--- src/design/spi_cfg_pkg.sv ---
`default_nettype none
package spi_cfg_pkg;
    // Byte offsets on the register bus
    localparam logic [3:0] MODE_OFS = 4'h0;
    localparam logic [3:0] XFER_OFS = 4'h4;
    // spi_mode_config fields
    localparam int DIV_LSB = 16;
    localparam int DIV_MSB = 23;
    localparam int CS_LSB = 12;
    localparam int CS_MSB = 13;
    localparam int RXPH_BIT = 10;
    localparam int TXPH_BIT = 9;
    localparam int POL_BIT = 8;
    localparam int SRST_BIT = 1;
    localparam int ACT_BIT = 0;
    localparam logic [31:0] MODE_RST = 32'h0000_0000;
    localparam logic [31:0] MODE_WMASK = 32'h00FF_3701;
    // Transfer register fields
    localparam int DATA_MSB = 7;
    localparam int BUSY_BIT = 16;
    // Chip-select codes
    localparam logic [1:0] CS_SEL0 = 2'h0;
    localparam logic [1:0] CS_SEL1 = 2'h1;
    // Divider: zero means 256, edges come every half period
    localparam logic [8:0] DIV_ZERO_VAL = 9'h100;
    localparam logic [4:0] LAST_EDGE = 5'h0F;
    typedef enum logic [1:0] {
        ST_IDLE = 2'b00,
        ST_LOAD = 2'b01,
        ST_SHIFT = 2'b10,
        ST_DONE = 2'b11
    } phase_t;
endpackage
`default_nettype wire

--- src/design/spi_edge_timer.sv ---
`default_nettype none
module spi_edge_timer
(
    input wire logic CLK,
    input wire logic RESET_N,
    input wire logic RUN,
    input wire logic [7:0] DIV,
    output logic TICK
);
    import spi_cfg_pkg::*;

    typedef struct packed {
        logic [7:0] cnt;
        logic [7:0] gap;
    } timer_t;

    timer_t state_ff;
    timer_t nxt_state;
    logic [8:0] full_div;
    logic [7:0] half_m1;
    logic [7:0] exp_gap;

    // Each clock edge is half a divided period; odd values round down
    always_comb
    begin
        full_div = (DIV == 8'h00) ? DIV_ZERO_VAL : {1'b0, DIV};
        half_m1 = (full_div[8:1] == 8'h00) ? 8'h00 : full_div[8:1] - 8'h01;
        // Separate reckoning of the half period, so the check below is not circular
        if (DIV == 8'h00)
            exp_gap = DIV_ZERO_VAL[8:1] - 8'h01;
        else if (DIV[7:1] == 7'h00)
            exp_gap = 8'h00;
        else
            exp_gap = {1'b0, DIV[7:1]} - 8'h01;
    end

    assign TICK = RUN && (state_ff.cnt == half_m1);

    always_comb
    begin
        nxt_state = state_ff;
        if (!RUN || TICK)
        begin
            nxt_state.cnt = 8'h00;
            nxt_state.gap = 8'h00;
        end
        else
        begin
            nxt_state.cnt = state_ff.cnt + 8'h01;
            nxt_state.gap = state_ff.gap + 8'h01;
        end
    end

    always_ff @(posedge CLK)
    begin
        if (!RESET_N)
            state_ff <= '0;
        else
            state_ff <= nxt_state;
    end
endmodule
`default_nettype wire

--- src/design/spi_clock_phase_cs_config.sv ---
// Register access over Avalon-MM was chosen for this implementation.
`default_nettype none
module spi_clock_phase_cs_config
(
    input wire logic CLK,
    input wire logic RESET_N,
    input wire logic [3:0] AVS_ADDRESS,
    input wire logic AVS_READ,
    input wire logic AVS_WRITE,
    input wire logic [31:0] AVS_WRITEDATA,
    input wire logic [3:0] AVS_BYTEENABLE,
    output logic [31:0] AVS_READDATA,
    output logic AVS_WAITREQUEST,
    output logic SPI_CLK,
    output logic SPI_CS0_N,
    output logic SPI_CS1_N,
    output logic SPI_MOSI,
    input wire logic SPI_MISO
);
    import spi_cfg_pkg::*;

    typedef struct packed {
        logic [31:0] mode;
        phase_t phase;
        logic ack;
        logic [31:0] rdata;
        logic [7:0] tx_sr;
        logic [7:0] rx_sr;
        logic [7:0] rx_data;
        logic [4:0] edge_cnt;
        logic sck;
        logic [1:0] cs_n;
        logic mosi;
        logic miso_meta;
        logic miso_sync;
    } core_t;

    core_t state_ff;
    core_t nxt_state;
    logic tick;
    logic req;
    logic wr;
    logic lead;
    logic sample;
    logic launch;
    logic pol;
    logic rx_ph;
    logic tx_ph;
    logic [1:0] cs_sel;

    assign pol = state_ff.mode[POL_BIT];
    assign rx_ph = state_ff.mode[RXPH_BIT];
    assign tx_ph = state_ff.mode[TXPH_BIT];
    assign cs_sel = state_ff.mode[CS_MSB:CS_LSB];

    spi_edge_timer u_timer
    (
        .CLK(CLK),
        .RESET_N(RESET_N),
        .RUN(state_ff.phase == ST_SHIFT),
        .DIV(state_ff.mode[DIV_MSB:DIV_LSB]),
        .TICK(tick)
    );

    // One wait cycle on every access, answer on the second
    assign req = AVS_READ || AVS_WRITE;
    assign AVS_WAITREQUEST = req && !state_ff.ack;
    assign wr = AVS_WRITE && state_ff.ack;

    // Even edges lead away from idle level, odd edges trail back
    assign lead = !state_ff.edge_cnt[0];
    assign sample = tick && (lead ^ rx_ph);
    // Trailing launch skips the last edge: first bit went out at load
    assign launch = tick && (lead == tx_ph) && (state_ff.edge_cnt != LAST_EDGE);

    always_comb
    begin
        nxt_state = state_ff;
        nxt_state.miso_meta = SPI_MISO;
        nxt_state.miso_sync = state_ff.miso_meta;
        nxt_state.ack = req && !state_ff.ack;

        if (AVS_READ && !state_ff.ack)
        begin
            case (AVS_ADDRESS)
                MODE_OFS: nxt_state.rdata = state_ff.mode & MODE_WMASK;
                XFER_OFS:
                begin
                    nxt_state.rdata = 32'h0000_0000;
                    nxt_state.rdata[DATA_MSB:0] = state_ff.rx_data;
                    nxt_state.rdata[BUSY_BIT] = (state_ff.phase != ST_IDLE);
                end
                default: nxt_state.rdata = 32'h0000_0000;
            endcase
        end

        if (wr && AVS_ADDRESS == MODE_OFS)
        begin
            for (int b = 0; b < 4; b++)
            begin
                if (AVS_BYTEENABLE[b])
                begin
                    nxt_state.mode[b*8 +: 8] = AVS_WRITEDATA[b*8 +: 8] & MODE_WMASK[b*8 +: 8];
                end
            end
        end

        // Start only from idle and only while the block is active
        if (wr && AVS_ADDRESS == XFER_OFS && AVS_BYTEENABLE[0]
            && state_ff.phase == ST_IDLE && state_ff.mode[ACT_BIT])
        begin
            nxt_state.tx_sr = AVS_WRITEDATA[DATA_MSB:0];
            nxt_state.phase = ST_LOAD;
        end

        case (state_ff.phase)
            ST_IDLE:
            begin
                nxt_state.cs_n = 2'b11;
                nxt_state.sck = nxt_state.mode[POL_BIT];
            end
            ST_LOAD:
            begin
                nxt_state.cs_n = 2'b11;
                if (cs_sel == CS_SEL0)
                    nxt_state.cs_n[0] = 1'b0;
                else if (cs_sel == CS_SEL1)
                    nxt_state.cs_n[1] = 1'b0;
                if (!tx_ph)
                begin
                    nxt_state.mosi = state_ff.tx_sr[7];
                    nxt_state.tx_sr = {state_ff.tx_sr[6:0], 1'b0};
                end
                nxt_state.rx_sr = 8'h00;
                nxt_state.edge_cnt = 5'h00;
                nxt_state.phase = ST_SHIFT;
            end
            ST_SHIFT:
            begin
                if (tick)
                begin
                    nxt_state.sck = !state_ff.sck;
                    nxt_state.edge_cnt = state_ff.edge_cnt + 5'h01;
                    if (state_ff.edge_cnt == LAST_EDGE)
                        nxt_state.phase = ST_DONE;
                end
                if (sample)
                    nxt_state.rx_sr = {state_ff.rx_sr[6:0], state_ff.miso_sync};
                if (launch)
                begin
                    nxt_state.mosi = state_ff.tx_sr[7];
                    nxt_state.tx_sr = {state_ff.tx_sr[6:0], 1'b0};
                end
            end
            ST_DONE:
            begin
                nxt_state.cs_n = 2'b11;
                nxt_state.rx_data = state_ff.rx_sr;
                nxt_state.phase = ST_IDLE;
            end
            default: nxt_state.phase = ST_IDLE;
        endcase

        // Clearing activate mid-byte aborts it; select and clock go inactive at once, MOSI keeps its level
        if (!state_ff.mode[ACT_BIT] && state_ff.phase != ST_IDLE)
        begin
            nxt_state.phase = ST_IDLE;
            nxt_state.cs_n = 2'b11;
            nxt_state.sck = nxt_state.mode[POL_BIT];
        end

        // Self-clearing soft reset; the bus answer itself is kept
        if (wr && AVS_ADDRESS == MODE_OFS && AVS_BYTEENABLE[0] && AVS_WRITEDATA[SRST_BIT])
        begin
            nxt_state.mode = MODE_RST;
            nxt_state.phase = ST_IDLE;
            nxt_state.cs_n = 2'b11;
            nxt_state.sck = MODE_RST[POL_BIT];
            nxt_state.mosi = 1'b0;
            nxt_state.rx_data = 8'h00;
        end
    end

    always_ff @(posedge CLK)
    begin
        if (!RESET_N)
        begin
            state_ff <= '0;
            state_ff.mode <= MODE_RST;
            state_ff.phase <= ST_IDLE;
            state_ff.cs_n <= 2'b11;
        end
        else
            state_ff <= nxt_state;
    end

    assign AVS_READDATA = state_ff.rdata;
    assign SPI_CLK = state_ff.sck;
    assign SPI_CS0_N = state_ff.cs_n[0];
    assign SPI_CS1_N = state_ff.cs_n[1];
    assign SPI_MOSI = state_ff.mosi;
endmodule
`default_nettype wire

--- config.mk ---
export PLATFORM = sky130hd
export DESIGN_NAME = spi_clock_phase_cs_config
export DESIGN_NICKNAME = d
export VERILOG_FILES = /design/src/design/spi_cfg_pkg.sv /design/src/design/spi_edge_timer.sv /design/src/design/spi_clock_phase_cs_config.sv
export SDC_FILE = /design/constraint.sdc
export NUM_CORES = 1
export LEC_CHECK = 0
export ABC_CLOCK_PERIOD_IN_PS = 6100
export BUFFER_PORTS_ARGS = -buffer_cell sky130_fd_sc_hd__buf_2
export CORE_MARGIN = 10
export CORE_UTILIZATION = 60
export DETAILED_ROUTE_END_ITERATION = 7
export GPL_ROUTABILITY_DRIVEN = 0
export GPL_TIMING_DRIVEN = 1
export PLACE_DENSITY = 0.84
export SYNTH_ARGS = -nofsm -noshare
export SYNTH_HDL_FRONTEND = slang
export SYNTH_SLANG_ARGS = --single-unit
--- constraint.sdc ---
create_clock -name CLK -period 6.1 [get_ports CLK]
set_input_delay 0.61 -clock CLK [delete_from_list [all_inputs] [get_ports CLK]]
set_output_delay 0.61 -clock CLK [all_outputs]
set_load 0.02 [all_outputs]
# == Yosys cells after proc, flatten, opt, wreduce, memory -nomap -nowiden ==
# Index checks and enable logic that the tools add are counted.
# totals
n_memories,0
ramBits,0
output_inout_bits,37
regBits,92
latch_bits,0
mem_bits_ro,0
# op_classes
reduce_logical,42
n_mux,26
n_lt_le_gt_ge,0
mul,0
eq_ne,14
addsub,3
shifts,0
div_mod_pow,0
bitwise_logic,2
# ops
op,n
case mux 24 bit (2 select lines),1
two-way mux 8 bit,5
case mux 16 bit (2 select lines),1
two-way mux 9 bit,2
zero test 8 bit,2
logical AND 1 bit,15
AND reduction 2 bit,6
case mux 5 bit (2 select lines),1
"adder 8 x 1 -> 8 bit, second input constant",1
equality test 8 bit,1
"!= test 2 bit, second input constant",4
"subtractor 8 x 1 -> 8 bit, second input constant",1
two-way mux 1 bit,7
two-way mux 2 bit,3
two-way mux 6 bit,1
case mux 2 bit (3 select lines),1
nonzero test 2 bit,3
OR reduction 2 bit,3
"adder 5 x 1 -> 5 bit, second input constant",1
"equality test 5 x 4 -> 1 bit, second input constant",1
zero test 1 bit,5
"!= test 5 x 4 -> 1 bit, second input constant",1
"equality test 2 x 1 -> 1 bit, second input constant",2
"equality test 2 bit, second input constant",2
14 further kinds,17

# == Longest topological paths before layout ==
# Gate-level depths: netlist (run 1).
# logic_depth
word_depth,10
depth_mapped,10

# == By module ==
# Synthesis (run 1) repeated with hierarchy kept, for this count alone.
# unflattened
hier_cells,462
hier_area_um2,4057.6
# modules_own_cells
module,cells_each,instances,area_each_um2
spi_clock_phase_cs_config,380,1,3357.0
spi_edge_timer,82,1,700.7

# == Worst setup path before layout (run 1) ==
# OpenSTA, ideal clock, no wires.
# synth_timing
path_kind,register -> register
start,register state_ff[87] in the netlist's numbering
end,register state_ff[28] in the netlist's numbering
setup_time_ps,117
setup_slack_ps,3328
t_arrival_ps,2655
t_required_ps,5983
path_stages_with_launch,11
cell_sequence,dfxtp_1 inv_1 ha_1 or4b_1 nor4_1 a211oi_1 nor4b_4 a31oi_1 or2_1 clkbuf_1 a32o_1
# synth_via
elab_chain_cells,10
# synth_rtl
item,line_no,rtl
start: declaration,spi_clock_phase_cs_config.sv:38,core_t state_ff;
start signal: assignment,spi_clock_phase_cs_config.sv:194,state_ff <= nxt_state;
zero test 8 bit,--,
two-way mux 9 bit (*),spi_edge_timer.sv:26,"full_div = (DIV == 8'h00) ? DIV_ZERO_VAL : {1'b0, DIV};"
subtractor 8 x 1 -> 8 bit / zero test 8 bit (equally long branches),spi_edge_timer.sv:27,half_m1 = (full_div[8:1] == 8'h00) ? 8'h00 : full_div[8:1] - 8'h01;
two-way mux 8 bit (*),spi_edge_timer.sv:27,
equality test 8 bit (*),spi_edge_timer.sv:37,assign TICK = RUN && (state_ff.cnt == half_m1);
logical AND 1 bit (*),spi_edge_timer.sv:37,
logical AND 1 bit (*) (2 in series),spi_clock_phase_cs_config.sv:74,assign launch = tick && (lead == tx_ph) && (state_ff.edge_cnt != LAST_EDGE);
two-way mux 8 bit (*),spi_clock_phase_cs_config.sv:149,if (launch)
case mux 16 bit (2 select lines) (*),spi_clock_phase_cs_config.sv:116,case (state_ff.phase)
# Mark *: on every way between the ends. The rest lies on a longest branch, timed or not.
# A chain may end at the register's enable or synchronous reset.

# == Worst setup path in the final report (run 1) ==
# layout_timing
start,register state_ff[87] in the netlist's numbering
end,register state_ff[24] in the netlist's numbering
# layout_via
elab_chain_cells,9
# layout_rtl
item,line_no,rtl
zero test 8 bit,--,
two-way mux 9 bit (*),spi_edge_timer.sv:26,
subtractor 8 x 1 -> 8 bit / zero test 8 bit (equally long branches),spi_edge_timer.sv:27,
two-way mux 8 bit (*),spi_edge_timer.sv:27,
equality test 8 bit (*),spi_edge_timer.sv:37,
logical AND 1 bit (*),spi_edge_timer.sv:37,
logical AND 1 bit (*),spi_clock_phase_cs_config.sv:72,assign sample = tick && (lead ^ rx_ph);
!= test 2 bit (no source line) (*),--,
AND reduction 2 bit (no source line) (*),--,
# Marked as above.

==> results of run 1 <==
[through the flow]
stage | hold WS, ns | utilization | instance area, µm²
after floorplan | 0.412 | - | 4260
after global placement | 0.416 | 0.632 | 4310
after detailed placement | 0.429 | 0.632 | 4310
after CTS | 0.449 | 0.658 | 4500
after global routing | 0.453 | 0.658 | 4500
final | 0.445 | 0.658 | 4500
[where the power goes]
group	total [mW]	switching (mW)	internal (mW)
clock	0.365	0.203	0.162
sequential	0.531	0.00141	0.530
combinational	0.0398	0.0280	0.0118
total	0.936	0.233	0.703
[path summary, 6_finish.rpt]
kind	end	slack, ns	cells after the start
worst max-delay path	state_ff[24]	2.91	9
worst max register to register	state_ff[24]	2.91	9
worst min-delay path	state_ff[0]	0.45	1
worst min register to register	state_ff[0]	0.45	1
[kinds of logic after synthesis]
logic type | count (synthesis) | share of synthesized area
flops | 81 | 0.384
buf+inv | 73 | 0.0963
compound gates | 78 | 0.142
simple gates | 187 | 0.228
other cells | 1 | 0.000888
xor+xnor | 9 | 0.0187
fa+ha+maj | 9 | 0.0267
mux | 43 | 0.104
[state kept, by name (all words and copies together), names as in the netlist]
register	flops
state_ff	43
AVS_READDATA	21
u_timer.state_ff	8
cs_sel	2
SPI_CLK	1
SPI_CS0_N	1
SPI_CS1_N	1
SPI_MOSI	1
nxt_state	1
pol	1
rx_ph	1
[cell usage after synthesis, types with 7 or more instances]
master                      n
sky130_fd_sc_hd__ha_1       9
sky130_fd_sc_hd__a21oi_1   12
sky130_fd_sc_hd__a22oi_1   19
sky130_fd_sc_hd__mux2i_1   36
sky130_fd_sc_hd__inv_1     13
sky130_fd_sc_hd__mux2_2     7
sky130_fd_sc_hd__nor2_1    67
sky130_fd_sc_hd__nand2_1   36
sky130_fd_sc_hd__nand3_1   15
sky130_fd_sc_hd__clkbuf_1  20
sky130_fd_sc_hd__dfxtp_1   81
sky130_fd_sc_hd__and3_1    11
sky130_fd_sc_hd__buf_4     32
[layout make-up]
cell class              instances  area share
multi-input cells             337       0.497
clock inverters                 5     0.00891
repair buffers                 58      0.0646
well taps                      96      0.0267
clock buffers                  11      0.0315
inverters                      13      0.0109
flip-flops and latches         81       0.361
[routing by layer]
layer,vias to the layer above,GRT usage,share of wire
li1,1699,-,-
met1,1614,0.214,0.47
met2,122,0.259,0.45
met3,14,0.0533,0.068
met4,0,0.0527,0.012
met5,-,0,0
[worst max-delay path, stage by stage (launching register included)]
cell and delay, ns:
sky130_fd_sc_hd__dfxtp_1 0.39, sky130_fd_sc_hd__inv_1 0.08, sky130_fd_sc_hd__ha_1 0.31, sky130_fd_sc_hd__or4b_1 0.54
sky130_fd_sc_hd__nor4_1 0.29, sky130_fd_sc_hd__nor3_1 0.13, sky130_fd_sc_hd__nor4_2 0.29, sky130_fd_sc_hd__nand4_1 0.21
sky130_fd_sc_hd__or3_1 0.61, sky130_fd_sc_hd__mux2i_1 0.20
==> results_dict.tcl, run 1 <==
set metrics [dict create \
    outcome "finished, final reports clean" \
    drv_cap 0 \
    r2r-start "state_ff[87]" \
    tritoncts_num_sinks 81 \
    pin_count 82 \
    drt-wirelength-per-cell_um 15.6 \
    synth_enable_flop_cells 0 \
    max-slew-margin-rel 0.354 \
    post_synth_inst_count 481 \
    dp.cells 585 \
    area_of_the_die_um2 10800 \
    worst_setup_path_start_kind "flip-flop" \
    placement_rows 30 \
    die_x_um 104 \
    yosys_register_bits 81 \
    placement.setup.worst_slack_ns 2.86 \
    power_per_cell_area_nw_per_um2 208 \
    post-synth-top-area-cell "sky130_fd_sc_hd__dfxtp_1" \
    nFillCells 571 \
    post_cts_resized 0 \
    cts.reportedPaths.clkPinSlew_ns 0.09 \
    min_cycle_time_layout_ns 3.19 \
    max-vdd-ir-drop_uv 89.2 \
    multi_input_gate_area_in_the_final_layout_um2 2230 \
    via_count 3449 \
    timing.hold.worst.class "reg -> reg" \
    numCtsBuffers 9 \
    tritoncts "yes" \
    synthDistinctLibCells 67 \
    number_of_global_route_vias_before_repair 3213 \
    core_area_um2 6830 \
    cellLeakagePower_nw 1.80 \
    n_antenna_cell 0 \
    drive_above_1_share 0.176 \
    end_kind "flip-flop" \
    cts-root-to-sink-buffers 2 \
    worst-slew-pin-transition_ns 0.965 \
    antenna_found_initial 0 \
    dieHeight_um 104 \
    cp.arrival_ns 3.43 \
    ctsHtreeMaxLevel 3 \
    wire_length_of_the_first_global_routing_pass_um 15500 \
    via_per_instance_ratio 5.74 \
    grt_max_degree 30 \
    final_cell_mix "sky130_fd_sc_hd__dfxtp_1, sky130_fd_sc_hd__nor2_1, sky130_fd_sc_hd__buf_2" \
    stdcell_count 601 \
    residual_antenna_violating_net_count_after_detailed_routing 0 \
    hold_viol_final 0 \
    cts_hold_buffers 0 \
    endpoint_required_time_on_the_critical_path_ns 6.33 \
    ys_warn_count 0 \
    detailedRoute.firstPassIterationCount 4 \
    worst-path-max-fanout 9 \
    layout.cells.most_common "sky130_fd_sc_hd__dfxtp_1" \
    netlist.area_leader.share 0.384 \
    cts_setup_buffers 0 \
    proportion_of_synthesized_flip_flops_having_asynchronous_set_or_reset 0 \
    ys_seq_area_frac 0.384 \
    detailedRoute.firstIterationViolations 197 \
    synth.area.top_cells "sky130_fd_sc_hd__dfxtp_1, sky130_fd_sc_hd__mux2i_1, sky130_fd_sc_hd__nor2_1" \
    fmaxAchievable_mhz 313 \
    finalMaxSlewViolations 0 \
    register_area_um2 1620 \
    post_synth.cell_area_avg_um2 8.78 \
    detailedPlacementHpwl_um 6840 \
    wl_um 9390 \
    syn2layout_area_growth_pct 6.43 \
    finish.net_count 554 \
    timing.setup.critical_path_class "reg -> reg" \
    yosys_most_used_dff "sky130_fd_sc_hd__dfxtp_1" \
    io_buffers 58 \
    setup_ws_final_ns 2.91 \
    cts.root.buffer_cell "sky130_fd_sc_hd__clkbuf_8" \
    setup_repair_after_global_routing_missed_its_margin "false" \
    setup_tns_ns 0 \
    syn_area_um2 4220 \
    worstSetupStartpoint "state_ff[87]" \
    final_period_utilization 0.524 \
    finalSetupViolCount 0 \
    finalClockSkew_ns 0.00913 \
    grt_remaining_overflow 0 \
    grtUsageTotal 0.167 \
    hp-start "nxt_state[0]" \
    clock_latency_ns 0.36 \
    drc_errors_left 0 \
    fin_total_pwr_uw 936 \
    floorplan.initialDensity 0.618 \
]
Note: power is estimated with default switching activity, not from simulation.
==> run 2, diff against run 1 <==
--- a/config.mk
+++ b/config.mk
@@ -5,14 +5,14 @@
 export SDC_FILE = /design/constraint.sdc
 export NUM_CORES = 1
 export LEC_CHECK = 0
-export ABC_CLOCK_PERIOD_IN_PS = 6100
+export ABC_CLOCK_PERIOD_IN_PS = 3300
 export BUFFER_PORTS_ARGS = -buffer_cell sky130_fd_sc_hd__buf_2
 export CORE_MARGIN = 10
-export CORE_UTILIZATION = 60
+export CORE_UTILIZATION = 55
 export DETAILED_ROUTE_END_ITERATION = 7
 export GPL_ROUTABILITY_DRIVEN = 0
 export GPL_TIMING_DRIVEN = 1
-export PLACE_DENSITY = 0.84
+export PLACE_DENSITY = 0.77
 export SYNTH_ARGS = -nofsm -noshare
 export SYNTH_HDL_FRONTEND = slang
 export SYNTH_SLANG_ARGS = --single-unit
==> constraint.sdc (replaced) <==
create_clock -name CLK -period 3.3 [get_ports CLK]
set_input_delay 0.33 -clock CLK [delete_from_list [all_inputs] [get_ports CLK]]
set_output_delay 0.33 -clock CLK [all_outputs]
set_load 0.02 [all_outputs]
==> results_dict.tcl, run 2 (synthesis results as in run 1) <==
set metrics [dict create \
    die_x_um 108 \
    final_period_utilization 0.939 \
    cts-root-to-sink-buffers 2 \
    antenna_found_initial 0 \
    finalMaxSlewViolations 0 \
    largest_reg_flops 43 \
    floorplan.initialDensity 0.573 \
    max-vdd-ir-drop_uv 245 \
    detailedRoute.firstPassIterationCount 4 \
    finish.net_count 559 \
    layout.cells.most_common "sky130_fd_sc_hd__dfxtp_1" \
    top_register "state_ff" \
    end_kind "flip-flop" \
    timing.setup.critical_path_class "reg -> reg" \
    area_of_the_die_um2 11600 \
    power_per_cell_area_nw_per_um2 423 \
    met1Wirelength_um 4370 \
    cellLeakagePower_nw 1.86 \
    drive_above_1_share 0.190 \
    worst_setup_path_start_kind "flip-flop" \
    min_cycle_time_layout_ns 3.10 \
    met3WireLength_um 759 \
    numCtsBuffers 9 \
    worst-path-max-fanout 9 \
    syn2layout_area_growth_pct 9.21 \
    tritoncts_num_sinks 81 \
    placement_rows 31 \
    r2r-start "state_ff[88]" \
    via_per_instance_ratio 5.69 \
    cts_hold_buffers 0 \
    n_antenna_cell 0 \
    fmaxAchievable_mhz 323 \
    ctsHtreeMaxLevel 3 \
    wire_length_of_the_first_global_routing_pass_um 15600 \
    io_buffers 58 \
    holdWs_ns 0.180 \
    reg2regPathDepth 9 \
    worstSetupStartpoint "state_ff[88]" \
    highest-signal-layer "met4" \
    wl_um 9510 \
    timing.hold.worst.class "in -> reg" \
    whs_path_depth 2 \
    worstReg2RegEnd "state_ff[32]" \
    cts.reportedPaths.clkPinSlew_ns 0.08 \
    tritoncts "yes" \
    post_cts_resized 0 \
    nFillCells 648 \
    clock_latency_ns 0.36 \
    grt_max_degree 29 \
    cts.root.buffer_cell "sky130_fd_sc_hd__clkbuf_8" \
    grt_remaining_overflow 0 \
    outcome "finished, final reports clean" \
    cts_setup_buffers 0 \
    drv_cap 0 \
    residual_antenna_violating_net_count_after_detailed_routing 0 \
    grtUsageTotal 0.162 \
    hold_viol_final 0 \
    cp.arrival_ns 3.35 \
    pin_count 82 \
    via_count 3463 \
    max-slew-margin-rel 0.498 \
    number_of_global_route_vias_before_repair 3238 \
    finalSetupViolCount 0 \
    detailedRoute.firstIterationViolations 209 \
    endpoint_required_time_on_the_critical_path_ns 3.55 \
    hp-start "SPI_MISO" \
    worst-slew-pin-transition_ns 0.753 \
    drc_errors_left 0 \
    finalClockSkew_ns 0.00768 \
    detailedPlacementHpwl_um 7100 \
    dieHeight_um 108 \
    drt-wirelength-per-cell_um 15.6 \
    final_cell_mix "sky130_fd_sc_hd__dfxtp_1, sky130_fd_sc_hd__nor2_1, sky130_fd_sc_hd__buf_2" \
    core_area_um2 7370 \
    routed-wl-met2_um 4290 \
    setup_repair_after_global_routing_missed_its_margin "false" \
    hold-path-endpoint "nxt_state[0]" \
    worst-r2r-setup-slack_ns 0.20 \
    setup_tns_ns 0 \
]
run 2: cell types whose count changed in the layout (fill, tap and decap cells not counted), sizes merged:
cell	previous run	this run
clkinv	4	0
inv	14	16
clkbuf	11	9
clkinvlp	0	1
bufinv	0	3
buf	58	63
run 2: stage by stage:
step	cells	setup slack (ns)	util	power (mW)	cell area [µm²]
after global routing	609	0.0178	0.626	2.00	4610
after CTS	609	0.0944	0.625	1.96	4600
after floorplan	491	0.528	-	1.06	4260
final	609	0.200	0.626	1.95	4610
after detailed placement	593	0.222	0.591	1.08	4360
after global placement	593	0.251	0.591	1.08	4360
run 2: layer usage:
metal / global-route usage / up-vias
li1: - / 1720
met1: 0.208 / 1636
met2: 0.255 / 100
met3: 0.0407 / 7
met4: 0.0658 / 0
met5: 0 / -
run 2: final cells by class:
type | instances | area, µm² | share of cell area
Timing Repair Buffer | 63 | 328 | 0.0711
Multi-Input combinational cell | 337 | 2240 | 0.486
Inverter | 13 | 48.8 | 0.0106
Clock inverter | 7 | 124 | 0.0269
Tap cell | 99 | 124 | 0.0269
Clock buffer | 9 | 124 | 0.0269
Sequential cell | 81 | 1620 | 0.352
run 2: worst max path at each step:
stage	end	slack, ns
finish	state_ff[32]	0.20
global route	state_ff[30]	0.02
CTS	state_ff[26]	0.09
detailed placement	state_ff[23]	0.22
global placement	state_ff[21]	0.25
floorplan	state_ff[28]	0.53
run 2: report_power, final:
part / switching [mW] / internal (mW)
Clock: 0.382 / 0.510
Sequential: 0.00241 / 0.979
Combinational: 0.0520 / 0.0236
Total: 0.436 / 1.51
run 2: worst max-delay path: stages, from the launching register on:
cell	delay, ns
sky130_fd_sc_hd__dfxtp_1	0.37
sky130_fd_sc_hd__inv_1	0.08
sky130_fd_sc_hd__ha_1	0.30
sky130_fd_sc_hd__or4b_1	0.55
sky130_fd_sc_hd__nor4_1	0.36
sky130_fd_sc_hd__nor3_1	0.14
sky130_fd_sc_hd__a211oi_2	0.41
sky130_fd_sc_hd__a31oi_1	0.18
sky130_fd_sc_hd__or2_1	0.32
sky130_fd_sc_hd__a32o_1	0.27
==> run 3, diff against run 2 <==
--- a/config.mk
+++ b/config.mk
@@ -5,14 +5,14 @@
 export SDC_FILE = /design/constraint.sdc
 export NUM_CORES = 1
 export LEC_CHECK = 0
-export ABC_CLOCK_PERIOD_IN_PS = 3300
+export ABC_CLOCK_PERIOD_IN_PS = 3600
 export BUFFER_PORTS_ARGS = -buffer_cell sky130_fd_sc_hd__buf_2
 export CORE_MARGIN = 10
-export CORE_UTILIZATION = 55
+export CORE_UTILIZATION = 60
 export DETAILED_ROUTE_END_ITERATION = 7
 export GPL_ROUTABILITY_DRIVEN = 0
 export GPL_TIMING_DRIVEN = 1
-export PLACE_DENSITY = 0.77
+export PLACE_DENSITY = 0.84
 export SYNTH_ARGS = -nofsm -noshare
 export SYNTH_HDL_FRONTEND = slang
 export SYNTH_SLANG_ARGS = --single-unit
==> constraint.sdc (replaced) <==
create_clock -name CLK -period 3.6 [get_ports CLK]
set_input_delay 0.36 -clock CLK [delete_from_list [all_inputs] [get_ports CLK]]
set_output_delay 0.36 -clock CLK [all_outputs]
set_load 0.02 [all_outputs]
==> results_dict.tcl, run 3 (synthesis results as in run 1) <==
set metrics [dict create \
    outcome "finished, final reports clean" \
    endpoint_required_time_on_the_critical_path_ns 3.91 \
    placement_rows 30 \
    cts.root.buffer_cell "sky130_fd_sc_hd__clkbuf_8" \
    grt_max_degree 30 \
    grt_remaining_overflow 0 \
    via_per_instance_ratio 5.75 \
    io_buffers 58 \
    layout.cells.most_common "sky130_fd_sc_hd__dfxtp_1" \
    end_kind "flip-flop" \
    wire_length_of_the_first_global_routing_pass_um 15900 \
    residual_antenna_violating_net_count_after_detailed_routing 0 \
    drt-wirelength-per-cell_um 16.2 \
    setup_tns_ns 0 \
    fmaxAchievable_mhz 314 \
    placement.setup.worst_slack_ns 0.461 \
    finalSetupViolCount 0 \
    final_period_utilization 0.885 \
    number_of_global_route_vias_before_repair 3353 \
    via_count 3470 \
    cellLeakagePower_nw 1.81 \
    dieHeight_um 104 \
    detailedRoute.firstPassIterationCount 4 \
    grtUsageTotal 0.173 \
    finish.net_count 556 \
    drc_errors_left 0 \
    cts_hold_buffers 0 \
    worst-path-max-fanout 9 \
    finalMaxSlewViolations 0 \
    numCtsBuffers 9 \
    ctsHtreeMaxLevel 3 \
    drv_cap 0 \
    min_cycle_time_layout_ns 3.19 \
    worst_setup_path_start_kind "flip-flop" \
    top_register "state_ff" \
    cts.reportedPaths.clkPinSlew_ns 0.08 \
    area_of_the_die_um2 10800 \
    post_cts_resized 0 \
    cp.arrival_ns 3.49 \
    die_x_um 104 \
    setup_repair_after_global_routing_missed_its_margin "false" \
    floorplan.initialDensity 0.618 \
    finalClockSkew_ns 0.00917 \
    largest_reg_flops 43 \
    power_per_cell_area_nw_per_um2 355 \
    worst-slew-pin-transition_ns 0.994 \
    max-vdd-ir-drop_uv 162 \
    pin_count 82 \
    timing.setup.critical_path_class "reg -> reg" \
    n_antenna_cell 0 \
    max-slew-margin-rel 0.337 \
    hold_viol_final 0 \
    cts-root-to-sink-buffers 2 \
    detailedPlacementHpwl_um 6950 \
    timing.hold.worst.class "in -> reg" \
    tritoncts_num_sinks 81 \
    clock_latency_ns 0.37 \
    cts_setup_buffers 0 \
    setup_ws_final_ns 0.413 \
    final_cell_mix "sky130_fd_sc_hd__dfxtp_1, sky130_fd_sc_hd__nor2_1, sky130_fd_sc_hd__buf_2" \
    wl_um 9750 \
    core_area_um2 6830 \
    detailedRoute.firstIterationViolations 219 \
    antenna_found_initial 0 \
    drive_above_1_share 0.181 \
    tritoncts "yes" \
    syn2layout_area_growth_pct 6.93 \
]
## run 3: cell types whose count changed in the layout (fill, tap and decap cells not counted), sizes merged
cell	delta
bufinv	-3
buf	-3
inv	-1
clkinvlp	+1
clkbuf	+1
clkinv	+2
## run 3: area by class of cell
cell class	count	area [µm²]
clock buffers	10	138
repair buffers	60	305
clock inverters	6	50.0
multi-input cells	337	2230
fillers	584	2310
inverters	13	48.8
well taps	96	120
flip-flops and latches	81	1620
## run 3: path summary, 6_finish.rpt
kind	cells after the start	end	slack, ns	startpoint
worst min-delay path	2	nxt_state[0]	0.20	SPI_MISO
worst max register to register	9	state_ff[30]	0.41	state_ff[87]
worst max-delay path	9	state_ff[30]	0.41	state_ff[87]
worst min register to register	1	state_ff[0]	0.44	nxt_state[0]
## run 3: stage by stage
| step | utilization | power, mW | hold slack [ns] | std cells | area [µm²] |
|---|---|---|---|---|---|
| 2_1_floorplan | - | 0.970 | 0.412 | 491 | 4260 |
| 3_3_place_gp | 0.634 | 0.987 | 0.417 | 587 | 4330 |
| 3_5_place_dp | 0.634 | 0.988 | 0.418 | 587 | 4330 |
| 4_1_cts | 0.661 | 1.61 | 0.192 | 603 | 4520 |
| 5_1_grt | 0.661 | 1.66 | 0.206 | 603 | 4520 |
| 6_report | 0.661 | 1.60 | 0.203 | 603 | 4520 |
## run 3: layer usage
metal / routed length, µm / GRT usage / vias to the layer above
li1: - / - / 1705
met1: 4450 / 0.216 / 1656
met2: 4520 / 0.273 / 96
met3: 639 / 0.0533 / 13
met4: 138 / 0.0656 / 0
met5: 0 / 0 / -
## run 3: worst max-delay path, stage by stage, from the launching register on
cell                       delay (ns)
sky130_fd_sc_hd__dfxtp_1         0.38
sky130_fd_sc_hd__inv_1           0.08
sky130_fd_sc_hd__ha_1            0.30
sky130_fd_sc_hd__or4b_1          0.54
sky130_fd_sc_hd__nor4_1          0.28
sky130_fd_sc_hd__a211oi_1        0.15
sky130_fd_sc_hd__nor4b_4         0.48
sky130_fd_sc_hd__nand3_1         0.34
sky130_fd_sc_hd__o21ai_1         0.40
sky130_fd_sc_hd__a32o_1          0.17
## run 3: power breakdown
| part | switching, mW | internal, mW | total [mW] |
|---|---|---|---|
| Combinational | 0.0482 | 0.0207 | 0.0689 |
| Clock | 0.357 | 0.276 | 0.634 |
| Sequential | 0.00258 | 0.897 | 0.900 |
| Total | 0.408 | 1.19 | 1.60 |
